`src/include/qbs_pkg.sv`:
```
// Package for the quad buck power sequencer: types, states and constants
package qbs_pkg;

  localparam int NUM_CH    = 4;
  localparam int NUM_SLOTS = 4;
  localparam int SLOT_W    = 2;

  // Timing: one slot is a programmable count of cycles
  localparam int          CLK_PERIOD_NS     = 100;
  localparam int          SLOT_TIME_NS      = 1000000;
  localparam int          SLOT_CYCLES_DFLT  = (SLOT_TIME_NS + CLK_PERIOD_NS - 1) / CLK_PERIOD_NS;
  localparam int          SLOT_CNT_W        = 24;
  localparam logic [1:0]  MAX_START_SLOT    = 2'h2;
  localparam logic [1:0]  LAST_SLOT         = 2'h3;

  // Reset values
  localparam logic [3:0]  CH_EN_RST         = 4'h0;
  localparam logic        PGOOD_RST         = 1'b0;
  localparam logic        DISCH_RST         = 1'b0;
  localparam logic        OTWARN_RST        = 1'b0;
  localparam logic        THERM_LATCH_RST   = 1'b0;

  // Gray-coded states along power off, sequence on, on, sequence off
  typedef enum logic [1:0] {
    QBS_OFF     = 2'b00,
    QBS_SEQ_ON  = 2'b01,
    QBS_ON      = 2'b11,
    QBS_SEQ_OFF = 2'b10
  } qbs_state_t;

  // Synchronised analog comparator flags
  typedef struct packed {
    logic uv_fall;
    logic temp_120;
    logic temp_140;
    logic temp_160;
  } qbs_sense_t;

  // Per-channel enables and start slots, shared off mode and slot length, from the nonvolatile store
  typedef struct packed {
    logic [3:0]             ch_enable;
    logic [3:0][SLOT_W-1:0] ch_slot;
    logic                   staged_off;
    logic [SLOT_CNT_W-1:0]  slot_cycles;
  } qbs_cfg_t;

endpackage

```
`src/rtl/qbs_slot_timer.sv`:
```
// Slot tick divider: one-cycle pulse at the end of each delay slot
`timescale 1ns/1ps
module qbs_slot_timer (
  // Clock and reset
  input  wire logic                            i_clk_sys,
  input  wire logic                            i_reset_n,
  // Control
  input  wire logic                            i_run,
  input  wire logic [qbs_pkg::SLOT_CNT_W-1:0]  i_slot_cycles,
  // Tick
  output logic                                 o_tick
);
  import qbs_pkg::*;

  logic [SLOT_CNT_W-1:0] count;
  logic [SLOT_CNT_W-1:0] next_count;
  wire                   at_end;

  // A zero setting behaves as one cycle so slots never stall
  assign at_end     = (count + SLOT_CNT_W'(1) >= i_slot_cycles);
  assign next_count = (!i_run || at_end) ? '0 : count + SLOT_CNT_W'(1);
  assign o_tick     = i_run && at_end;

  always_ff @(posedge i_clk_sys or negedge i_reset_n) begin
    if (!i_reset_n) begin
      count <= '0;
    end else begin
      count <= next_count;
    end
  end

endmodule

```
`src/rtl/qbs_sequencer.sv`:
```
// Power control state machine for four buck channels
`timescale 1ns/1ps
module qbs_sequencer (
  // Clock and reset
  input  wire logic               i_clk_sys,
  input  wire logic               i_reset_n,
  // Pins and sense flags
  input  wire logic               i_enable_sync_input_pin,
  input  wire qbs_pkg::qbs_sense_t i_sense,
  // Configuration
  input  wire qbs_pkg::qbs_cfg_t  i_cfg,
  // Outputs
  output logic [3:0]              o_ch_on,
  output logic                    o_power_good_output,
  output logic                    o_discharge,
  output logic                    o_overtemp_warning_flag,
  output logic                    o_thermal_shutdown,
  output qbs_pkg::qbs_state_t     o_state
);
  import qbs_pkg::*;

  qbs_state_t state;
  qbs_state_t next_state;
  logic [1:0] slot;
  logic [1:0] next_slot;
  logic [3:0] ch_on;
  logic [3:0] next_ch_on;
  logic       pgood;
  logic       therm_latch;
  logic       next_therm_latch;
  logic       disch;
  logic       otwarn;
  wire        tick;
  wire        timer_run;
  wire        fault;
  wire        therm_ok;
  wire [3:0]  on_mask;
  wire [3:0]  off_mask;
  wire        seq_on_done;
  wire        seq_off_done;

  assign timer_run = (state == QBS_SEQ_ON) || (state == QBS_SEQ_OFF);

  qbs_slot_timer u_timer (
    .i_clk_sys     (i_clk_sys),
    .i_reset_n     (i_reset_n),
    .i_run         (timer_run),
    .i_slot_cycles (i_cfg.slot_cycles),
    .o_tick        (tick)
  );

  // Clamp a slot setting above the allowed range to the last start slot
  function automatic logic [1:0] eff_slot(input logic [1:0] s);
    eff_slot = (s > MAX_START_SLOT) ? MAX_START_SLOT : s;
  endfunction

  // per-channel start and reverse-order stop masks
  genvar g;
  generate
    for (g = 0; g < NUM_CH; g++) begin : g_ch
      assign on_mask[g]  = i_cfg.ch_enable[g] && (eff_slot(i_cfg.ch_slot[g]) <= slot);
      // a channel in start slot k stops in off slot (2 - k)
      assign off_mask[g] = (MAX_START_SLOT - eff_slot(i_cfg.ch_slot[g])) <= slot;
    end
  endgenerate

  assign fault        = i_sense.uv_fall || i_sense.temp_160;
  assign therm_ok     = !i_sense.temp_140;
  // four slots make up the sequence
  assign seq_on_done  = tick && (slot == LAST_SLOT);
  assign seq_off_done = !i_cfg.staged_off || (tick && (slot == LAST_SLOT));

  always_comb begin
    next_state       = state;
    next_slot        = slot;
    next_ch_on       = ch_on;
    next_therm_latch = therm_latch;
    if (i_sense.temp_160) begin
      next_therm_latch = 1'b1;
    end else if (therm_ok) begin
      next_therm_latch = 1'b0;
    end
    unique case (state)
      QBS_OFF: begin
        next_ch_on = 4'h0;
        next_slot  = 2'h0;
        // thermal recovery waits on the latch
        if (i_enable_sync_input_pin && !fault && !therm_latch) begin
          next_state = QBS_SEQ_ON;
        end
      end
      QBS_SEQ_ON: begin
        if (fault || !i_enable_sync_input_pin) begin
          next_state = QBS_OFF;
          next_ch_on = 4'h0;
        end else begin
          next_ch_on = on_mask;
          if (tick) begin
            next_slot = slot + 2'h1;
          end
          if (seq_on_done) begin
            next_state = QBS_ON;
            next_slot  = 2'h0;
          end
        end
      end
      QBS_ON: begin
        if (fault) begin
          next_state = QBS_OFF;
          next_ch_on = 4'h0;
        // pin low begins power-off; channels stay on this cycle while power-good drops
        end else if (!i_enable_sync_input_pin) begin
          next_state = QBS_SEQ_OFF;
          next_slot  = 2'h0;
        end
      end
      QBS_SEQ_OFF: begin
        // enable pin not looked at here
        if (fault) begin
          next_state = QBS_OFF;
          next_ch_on = 4'h0;
        end else if (!i_cfg.staged_off) begin
          next_ch_on = 4'h0;
          next_state = QBS_OFF;
        end else begin
          next_ch_on = ch_on & ~off_mask;
          if (tick) begin
            next_slot = slot + 2'h1;
          end
          if (seq_off_done) begin
            next_state = QBS_OFF;
            next_ch_on = 4'h0;
          end
        end
      end
    endcase
  end

  always_ff @(posedge i_clk_sys or negedge i_reset_n) begin
    if (!i_reset_n) begin
      state       <= QBS_OFF;
      slot        <= 2'h0;
      ch_on       <= CH_EN_RST;
      therm_latch <= THERM_LATCH_RST;
    end else begin
      state       <= next_state;
      slot        <= next_slot;
      ch_on       <= next_ch_on;
      therm_latch <= next_therm_latch;
    end
  end

  // Flag registers; power-good only in full on state so it falls with the exit
  always_ff @(posedge i_clk_sys or negedge i_reset_n) begin
    if (!i_reset_n) begin
      pgood  <= PGOOD_RST;
      disch  <= DISCH_RST;
      otwarn <= OTWARN_RST;
    end else begin
      // cleared as the on state is left
      pgood  <= (next_state == QBS_ON);
      disch  <= (next_state == QBS_SEQ_OFF) || (next_state == QBS_OFF);
      // warning follows the 120 C comparator
      otwarn <= i_sense.temp_120;
    end
  end

  assign o_ch_on                 = ch_on;
  assign o_power_good_output     = pgood;
  assign o_discharge             = disch;
  assign o_overtemp_warning_flag = otwarn;
  assign o_thermal_shutdown      = therm_latch;
  assign o_state                 = state;

  // channels never shrink while power-good is high; fault shutdown drops both at once
  a_pg_before_off: assert property (@(posedge i_clk_sys) disable iff (!i_reset_n)
    (o_ch_on != $past(o_ch_on) && ($past(o_ch_on) & ~o_ch_on) != 4'h0 && !$past(fault))
      |-> !$past(o_power_good_output))
    else $error("channel turned off while power good high");

  // unstaged off clears all channels one cycle later
  a_off_all_once: assert property (@(posedge i_clk_sys) disable iff (!i_reset_n)
    (state == QBS_SEQ_OFF && !i_cfg.staged_off) |=> (o_ch_on == 4'h0 && state == QBS_OFF))
    else $error("unstaged power off not simultaneous");

  a_fault_kills_all: assert property (@(posedge i_clk_sys) disable iff (!i_reset_n)
    (fault && state != QBS_OFF) |=> (o_ch_on == 4'h0 && state == QBS_OFF))
    else $error("fault did not shut all channels");

  // warning follows comparator by one cycle
  a_ot_warn_track: assert property (@(posedge i_clk_sys) disable iff (!i_reset_n)
    ##1 (o_overtemp_warning_flag == $past(i_sense.temp_120)))
    else $error("overtemp warning mismatch");

  a_therm_hold: assert property (@(posedge i_clk_sys) disable iff (!i_reset_n)
    (state == QBS_OFF && therm_latch) |=> state == QBS_OFF)
    else $error("restart before hysteresis release");

  // pin low in on state enters sequence off
  a_pin_low_off: assert property (@(posedge i_clk_sys) disable iff (!i_reset_n)
    (state == QBS_ON && !fault && !i_enable_sync_input_pin) |=> (state == QBS_SEQ_OFF ##1 !o_power_good_output))
    else $error("pin low did not start power off");

  a_disch_hold: assert property (@(posedge i_clk_sys) disable iff (!i_reset_n)
    (state == QBS_SEQ_OFF) |-> o_discharge)
    else $error("discharge dropped during power off");

  a_pg_in_on: assert property (@(posedge i_clk_sys) disable iff (!i_reset_n)
    (state == QBS_SEQ_ON && seq_on_done && !fault && i_enable_sync_input_pin) |=> (state == QBS_ON && o_power_good_output))
    else $error("power good missing after power on");

  // aborting power-on goes straight to off
  a_abort_on: assert property (@(posedge i_clk_sys) disable iff (!i_reset_n)
    (state == QBS_SEQ_ON && !i_enable_sync_input_pin) |=> (state == QBS_OFF && o_ch_on == 4'h0))
    else $error("power on abort failed");

  // a channel whose enable bit is clear never turns on
  a_on_gated: assert property (@(posedge i_clk_sys) disable iff (!i_reset_n)
    (state != QBS_OFF) |-> ((o_ch_on & ~i_cfg.ch_enable) == 4'h0))
    else $error("disabled channel turned on");

  // 160 C trip sets the thermal latch on the next edge
  a_hot_latch: assert property (@(posedge i_clk_sys) disable iff (!i_reset_n)
    i_sense.temp_160 |=> o_thermal_shutdown)
    else $error("thermal latch not set by trip");

endmodule

```
`config.mk`:
```
export PLATFORM = sky130hd
export DESIGN_NAME = qbs_sequencer
export DESIGN_NICKNAME = d
export VERILOG_FILES = /design/src/include/qbs_pkg.sv /design/src/rtl/qbs_slot_timer.sv /design/src/rtl/qbs_sequencer.sv
export SDC_FILE = /design/constraint.sdc
export NUM_CORES = 1
export LEC_CHECK = 0
export ABC_AREA = 1
export BUFFER_PORTS_ARGS = -buffer_cell sky130_fd_sc_hd__buf_4
export CORE_ASPECT_RATIO = 0.7
export CORE_MARGIN = 2
export CORE_UTILIZATION = 60
export CTS_CLUSTER_SIZE = 25
export DETAILED_ROUTE_END_ITERATION = 16
export PLACE_DENSITY = 0.85
export SLEW_MARGIN = 20
export SYNTH_ARGS = -nofsm -noshare
export SYNTH_HDL_FRONTEND = slang
export SYNTH_SLANG_ARGS = --single-unit
```
`constraint.sdc`:
```
create_clock -name i_clk_sys -period 8.1 [get_ports i_clk_sys]
set_clock_uncertainty 0.2 [all_clocks]
set_input_delay 0.405 -clock i_clk_sys [delete_from_list [all_inputs] [get_ports i_clk_sys]]
set_output_delay 0.405 -clock i_clk_sys [all_outputs]
set_load 0.01 [all_outputs]
```
# [Yosys cells after proc, flatten, opt, wreduce, memory -nomap -nowiden]
# Cells that the tools add are included.
[classes] n_addsub=6 reduce_logical=22 magnitude_cmp=13 n_mux=30 bitwise_logic=2 n_eq_ne=13
[ops] op="$mux 2" count=19
[ops] op="$add 24x1->24 const B" count=1
[ops] op="$ge 24x24->1" count=1
[ops] op="$mux 24" count=1
[ops] op="$mux 4" count=5
[ops] op="$le 2x2->1" count=8
[ops] op="$pmux 2 s4" count=2
[ops] op="$pmux 4 s4" count=1
[ops] op="$ne 2x2->1 const B" count=7
[ops] op="$eq 2x2->1 const B" count=5
[ops] op="$gt 2x2->1 const B" count=4
[ops] op="$logic_and 1x1->1" count=8
[ops] op="$sub 2x2->2 const A" count=4
[ops] op="$logic_or 1x1->1" count=6
[ops] op="$logic_not 1->1" count=5
[ops] op="$reduce_and 5->1" count=1
[ops] op="$and 4x4->4" count=1
[ops] op="$logic_not 2->1" count=2
[ops] op="$not 4->4" count=1
[ops] op="$add 2x1->2 const B" count=1
[ops] op="$eq 2x1->1 const B" count=1
[ops] op="$mux 1" count=2
[totals] in_bits=44 register_bits=36

# [Longest topological paths before layout]
[logic_depth] ltp_word=11 ltp_mapped=31

# [Cells and area by module]
# From an unflattened synthesis, not the netlist that was laid out.
[unflattened] cells_unflattened=490 area_unflattened_um2=3374.5
[modules_own_cells] mod="qbs_slot_timer" instances=1 area_per_inst_um2=2215.9 cells_per_inst=315
[modules_own_cells] mod="qbs_sequencer" instances=1 area_per_inst_um2=1158.6 cells_per_inst=175

# [Worst setup path before layout]
# Ideal clock, no wire load.
[synth_timing] kind="register to register" start="register u_timer.count[0]" end="register pgood (netlist: o_power_good_output)" synth_period_minus_slack_ns=3.189 path_buffers=0 path_stages_with_launch=31 slack_ns=4.911 arrival_time_ns=2.873 setup_time_ns=0.116 path_cell_list="dfrtp_1 > ha_1 > nand2_1 > nor2_4 > nand2_2 > inv_2 > nand3_2 > nor2_4 > nand2_2 > nor2_1 > nand2_1 > clkinv_1 > nand3_1 > nand2_1 > inv_1 > ha_1 > nand2_1 > nor2_1 > nand2_1 > nor2_1 > nand2_1 > clkinv_1 > nand2_1 > nand3_2 > nand3_1 > nand2_1 > nand2_1 > nand2_1 > nand2_1 > nand2_1 > nor2_1"
[synth_between] elab_chain_cells=10 word_cells_on_any_way=12
[synth_rtl] item="start: declaration" line_no="qbs_slot_timer.sv:15" text="logic [SLOT_CNT_W-1:0] count;"
[synth_rtl] item="start signal: assignment" line_no="qbs_slot_timer.sv:28" text="count <= next_count;"
[synth_rtl] item="$add 24x1->24 *" line_no="qbs_slot_timer.sv:20" text="assign at_end = (count + SLOT_CNT_W'(1) >= i_slot_cycles);"
[synth_rtl] item="$ge 24x24->1 *" line_no="qbs_slot_timer.sv:20"
[synth_rtl] item="$logic_and 1x1->1 *" line_no="qbs_slot_timer.sv:22" text="assign o_tick = i_run && at_end;"
[synth_rtl] item="$logic_and 1x1->1 *" line_no="qbs_sequencer.sv:70, qbs_sequencer.sv:71"
[synth_rtl] item="$logic_or 1x1->1" line_no="qbs_sequencer.sv:71" text="assign seq_off_done = !i_cfg.staged_off || (tick && (slot == LAST_SLOT));"
[synth_rtl] item="$mux 2" line_no="qbs_sequencer.sv:130" text="if (seq_off_done) begin"
[synth_rtl] item="$mux 2" line_no="qbs_sequencer.sv:122" text="end else if (!i_cfg.staged_off) begin"
[synth_rtl] item="$mux 2" line_no="qbs_sequencer.sv:119" text="if (fault) begin"
[synth_rtl] item="$pmux 2 s4 *" line_no="qbs_sequencer.sv:83" text="unique case (state)"
[synth_rtl] item="$eq 2x2->1 *" line_no="qbs_sequencer.sv:161" text="pgood <= (next_state == QBS_ON);"
[synth_rtl] item="end signal: assignment" line_no="qbs_sequencer.sv:161"
[synth_rtl] item="end: declaration" line_no="qbs_sequencer.sv:28" text="logic pgood;"
# Mark *: on every way between the ends. The rest lies on a longest branch, timed or not.
# A chain may end at the register's enable or synchronous reset.

# [Worst setup path after layout]
# Ends and elaborated chain as after synthesis.

==> impl_metrics.csv <==
group,metric,value,unit
outcome,status,"finished clean",
worst_setup_path,crit_required,8.07,ns
floorplanning,die_w,90.3,um
clock_tree,clk_pin_slew,0.07,ns
layout,nFillCells,389,
worst_setup_path,path_delay_family,"simple AND/OR/NAND/NOR gates",
clock_tree,clockRootBuffer,"clkbuf_8",
sta,max_freq,257,MHz
grt,grt_pass1_vias,2752,
synthesis,synth_fp_nets,523,
clock_tree,cts_buffer_depth,2,
floorplanning,rows,21,
layout,diodes,0,
floorplanning,fp.dieH,64.4,um
worst_setup_path,crit_fanout,6,
layout,drive_gt1_frac,0.172,
place,hpwl,5.51,mm
clock_tree,tritoncts,"built",
synthesis,synth-edff-count,0,
routing,drt-pass1-iter-count,4,
sta,tightest_slew,0.490,ns
synthesis,synth_area,0.00313,sq mm
sta,hold_violations,0,
floorplanning,core,0.00489,sq mm
sta,slew_headroom,0.672,
synthesis,synth_largest_area_cell,"dfrtp_1",
synthesis,ys_top_cells_by_area,"dfrtp_1 29%, ha_1 17%, inv_1 12%",
synthesis,postSynthAreaPerCell,7.15,sq um
clock_tree,cts_made_buffers,5,
layout,area_delta_synth_final,17.7,%
clock_tree,htreeDepth,2,
routing,final_antenna_net_count,0,
sta,setup_violations,0,
worst_setup_path,critical_path_arrival,3.86,ns
worst_setup_path,critical_path_depth,30,
worst_setup_path,worst_setup_path_start_kind,"flip-flop",
worst_setup_path,max_stage_delay,0.41,ns
synthesis,synthFlopType,"dfrtp_1",
layout,finalNetCount,578,
worst_setup_path,r2r-end,"o_power_good_output",
sta,fin_tns_setup,0,ns
grt,grt_pass1_wl,12.1,mm
sta,rsz0062_at_grt,"false",
place,io_buffers,53,
power,leakagePower,0.00220,uW
power,power,545,uW
clock_tree,insertion_delay,0.28,ns
sta,fin_crit_sh,0.480,
job,maxCapViolCount,0,
floorplanning,pin_count,54,
worst_setup_path,criticalPathCategory,"reg2reg",
layout,final_util,0.753,
floorplanning,start_util,0.640,
synthesis,ys_seq_area_frac,0.288,
worst_setup_path,crit_start,"u_timer.count[0]",
grt,grt.total_usage,0.256,
clock_tree,clock-sinks,36,
worst_setup_path,cp-end-kind,"flip-flop",
worst_setup_path,rr_startpoint,"u_timer.count[0]",
synthesis,yosysTopAreaCellShare,0.288,
worst_setup_path,path_common_cell,"nand2_1",
synthesis,syn-instance-count,437,
sta,fin_crit,3.89,ns
power,power_density,148,mW/mm^2
synthesis,synth_cell_type_count,39,
place,finalWeightedCongestion,0.937,
routing,drc,0,
hold_path,hp-class,"in2reg",
power,peakVddDrop,0.000134,V
grt,antenna_found_initial,0,
routing,avgViaCountPerCell,5.01,
sta,drv_slew,0,
routing,drtIter0Drc,161,
synthesis,yosysWarnings,0,
grt,overflow,0,
grt,grt_max_degree,37,
worst_setup_path,critPathCapture,"o_power_good_output",
worst_setup_path,r2r_cells,30,
synthesis,async_reset_ff_frac,1.00,
clock_tree,postCtsSetupBuffers,0,
worst_setup_path,cp.buffers_inverters,4,
routing,wire_per_inst,12.2,um
worst_setup_path,ff2ff_setup_slack,4.21,ns
routing,vias,2818,
worst_setup_path,slowest_stage,"dfrtp_1",
synthesis,ys_ff_latch,36,
floorplanning,dieArea,0.00581,sq mm
routing,routed_wl,6.87,mm
[cell usage after synthesis (2+ instances only)]
| master | count |
|---|---|
| a21o_1 | 2 |
| a21oi_1 | 9 |
| clkbuf_1 | 4 |
| clkinv_1 | 3 |
| dfrtp_1 | 36 |
| ha_1 | 42 |
| inv_1 | 97 |
| inv_2 | 3 |
| nand2_1 | 96 |
| nand2_2 | 5 |
| nand2_4 | 2 |
| nand3_1 | 12 |
| nand3_2 | 2 |
| nand3_4 | 2 |
| nand4_1 | 4 |
| nor2_1 | 57 |
| nor2_4 | 6 |
| nor3_1 | 8 |
| nor4_1 | 2 |
| o21ai_0 | 7 |
| o221ai_1 | 4 |
| o22ai_1 | 4 |
| or2_2 | 2 |
| xnor2_1 | 3 |
| xor2_1 | 11 |
[registers in the layout (all words and copies together), names as in the netlist]
| name | flops |
|---|---|
| u_timer.count | 24 |
| o_overtemp_warning_flag | 1 |
| o_ch_on | 4 |
| o_state | 2 |
| o_power_good_output | 1 |
| o_thermal_shutdown | 1 |
| o_discharge | 1 |
| slot | 2 |
[metal layers]
layer  up-vias  global-route usage  share of wire
li1       1454                   -              -
met5         -                   0              0
met1      1272               0.367           0.49
met2        86               0.409           0.44
met4         0              0.0500         0.0082
met3         6              0.0483          0.066
[metrics by stage]
| step | setup WS (ns) | instance area, sq um | hold WS, ns | instances |
|---|---|---|---|---|
| 5_1_grt | 3.78 | 3680 | 0.0125 | 562 |
| 4_1_cts | 4.26 | 3680 | 0.0233 | 562 |
| 2_1_floorplan | 4.91 | 3130 | -0.0906 | 437 |
| 3_5_place_dp | 4.28 | 3580 | 0.194 | 553 |
| 3_3_place_gp | 4.42 | 3580 | 0.191 | 553 |
| 6_report | 4.21 | 3680 | 0.0284 | 562 |
[cell families (layout without fill, tap and decap cells)]
family                   Yosys count  in the layout  synth area share
AO/OA/AOI/OAI                     34             34            0.0709
adder cells (fa/ha/maj)           42             42             0.168
AND/OR/NAND/NOR                  202            202             0.300
buffers and inverters            109            165             0.134
XOR/XNOR                          14             14            0.0392
flip-flops                        36             36             0.288
[timing repair]
| item | 4_1_cts | 5_1_grt |
|---|---|---|
| resized for setup | 0 | 0 |
| hold endpoints to repair | 36 | 0 |
| hold buffers | 1 | 0 |
[cell type report]
type / count / area (sq um) / area share
tap: 69 / 86.3 / 0.0235
timing repair buffer: 54 / 408 / 0.111
sequential: 36 / 901 / 0.245
multi-input combinational: 292 / 1810 / 0.491
clock buffer: 8 / 90.1 / 0.0245
inverter: 103 / 387 / 0.105
[cells in the final DEF (no fill, tap or decap), types with 2 or more instances in the layout]
cell,netlist,final
clkbuf_1,4,2
nand4_1,4,4
nor2_1,57,57
clkinv_1,3,3
ha_1,42,42
clkbuf_8,0,6
inv_1,97,97
nand2_4,2,2
nand3_2,2,2
nand3_4,2,2
nand3_1,12,12
o221ai_1,4,4
nor2_4,6,6
buf_4,0,53
or2_2,2,2
a21o_1,2,2
xnor2_1,3,3
nor4_1,2,2
nor3_1,8,8
o21ai_0,7,7
inv_2,3,3
o22ai_1,4,4
nand2_2,5,5
dfrtp_1,36,36
xor2_1,11,11
nand2_1,96,96
a21oi_1,9,9
[report_power, final]
part           internal, uW  switching, uW  total [uW]
Clock                  69.4           60.7         130
Sequential              193           12.6         206
Combinational          75.8            133         209
Total                   338            206         545
[worst min path at each step]
stage / from / depth (start not counted) / endpoint
2_1_floorplan: i_reset_n / 0 / o_ch_on[0]
3_3_place_gp: i_reset_n / 1 / o_ch_on[2]
3_5_place_dp: i_reset_n / 1 / o_ch_on[2]
4_1_cts: i_sense[2] / 1 / o_overtemp_warning_flag
5_1_grt: i_sense[2] / 1 / o_overtemp_warning_flag
6_report: i_sense[2] / 1 / o_overtemp_warning_flag
No activity file was read; power rests on OpenSTA's default activity.
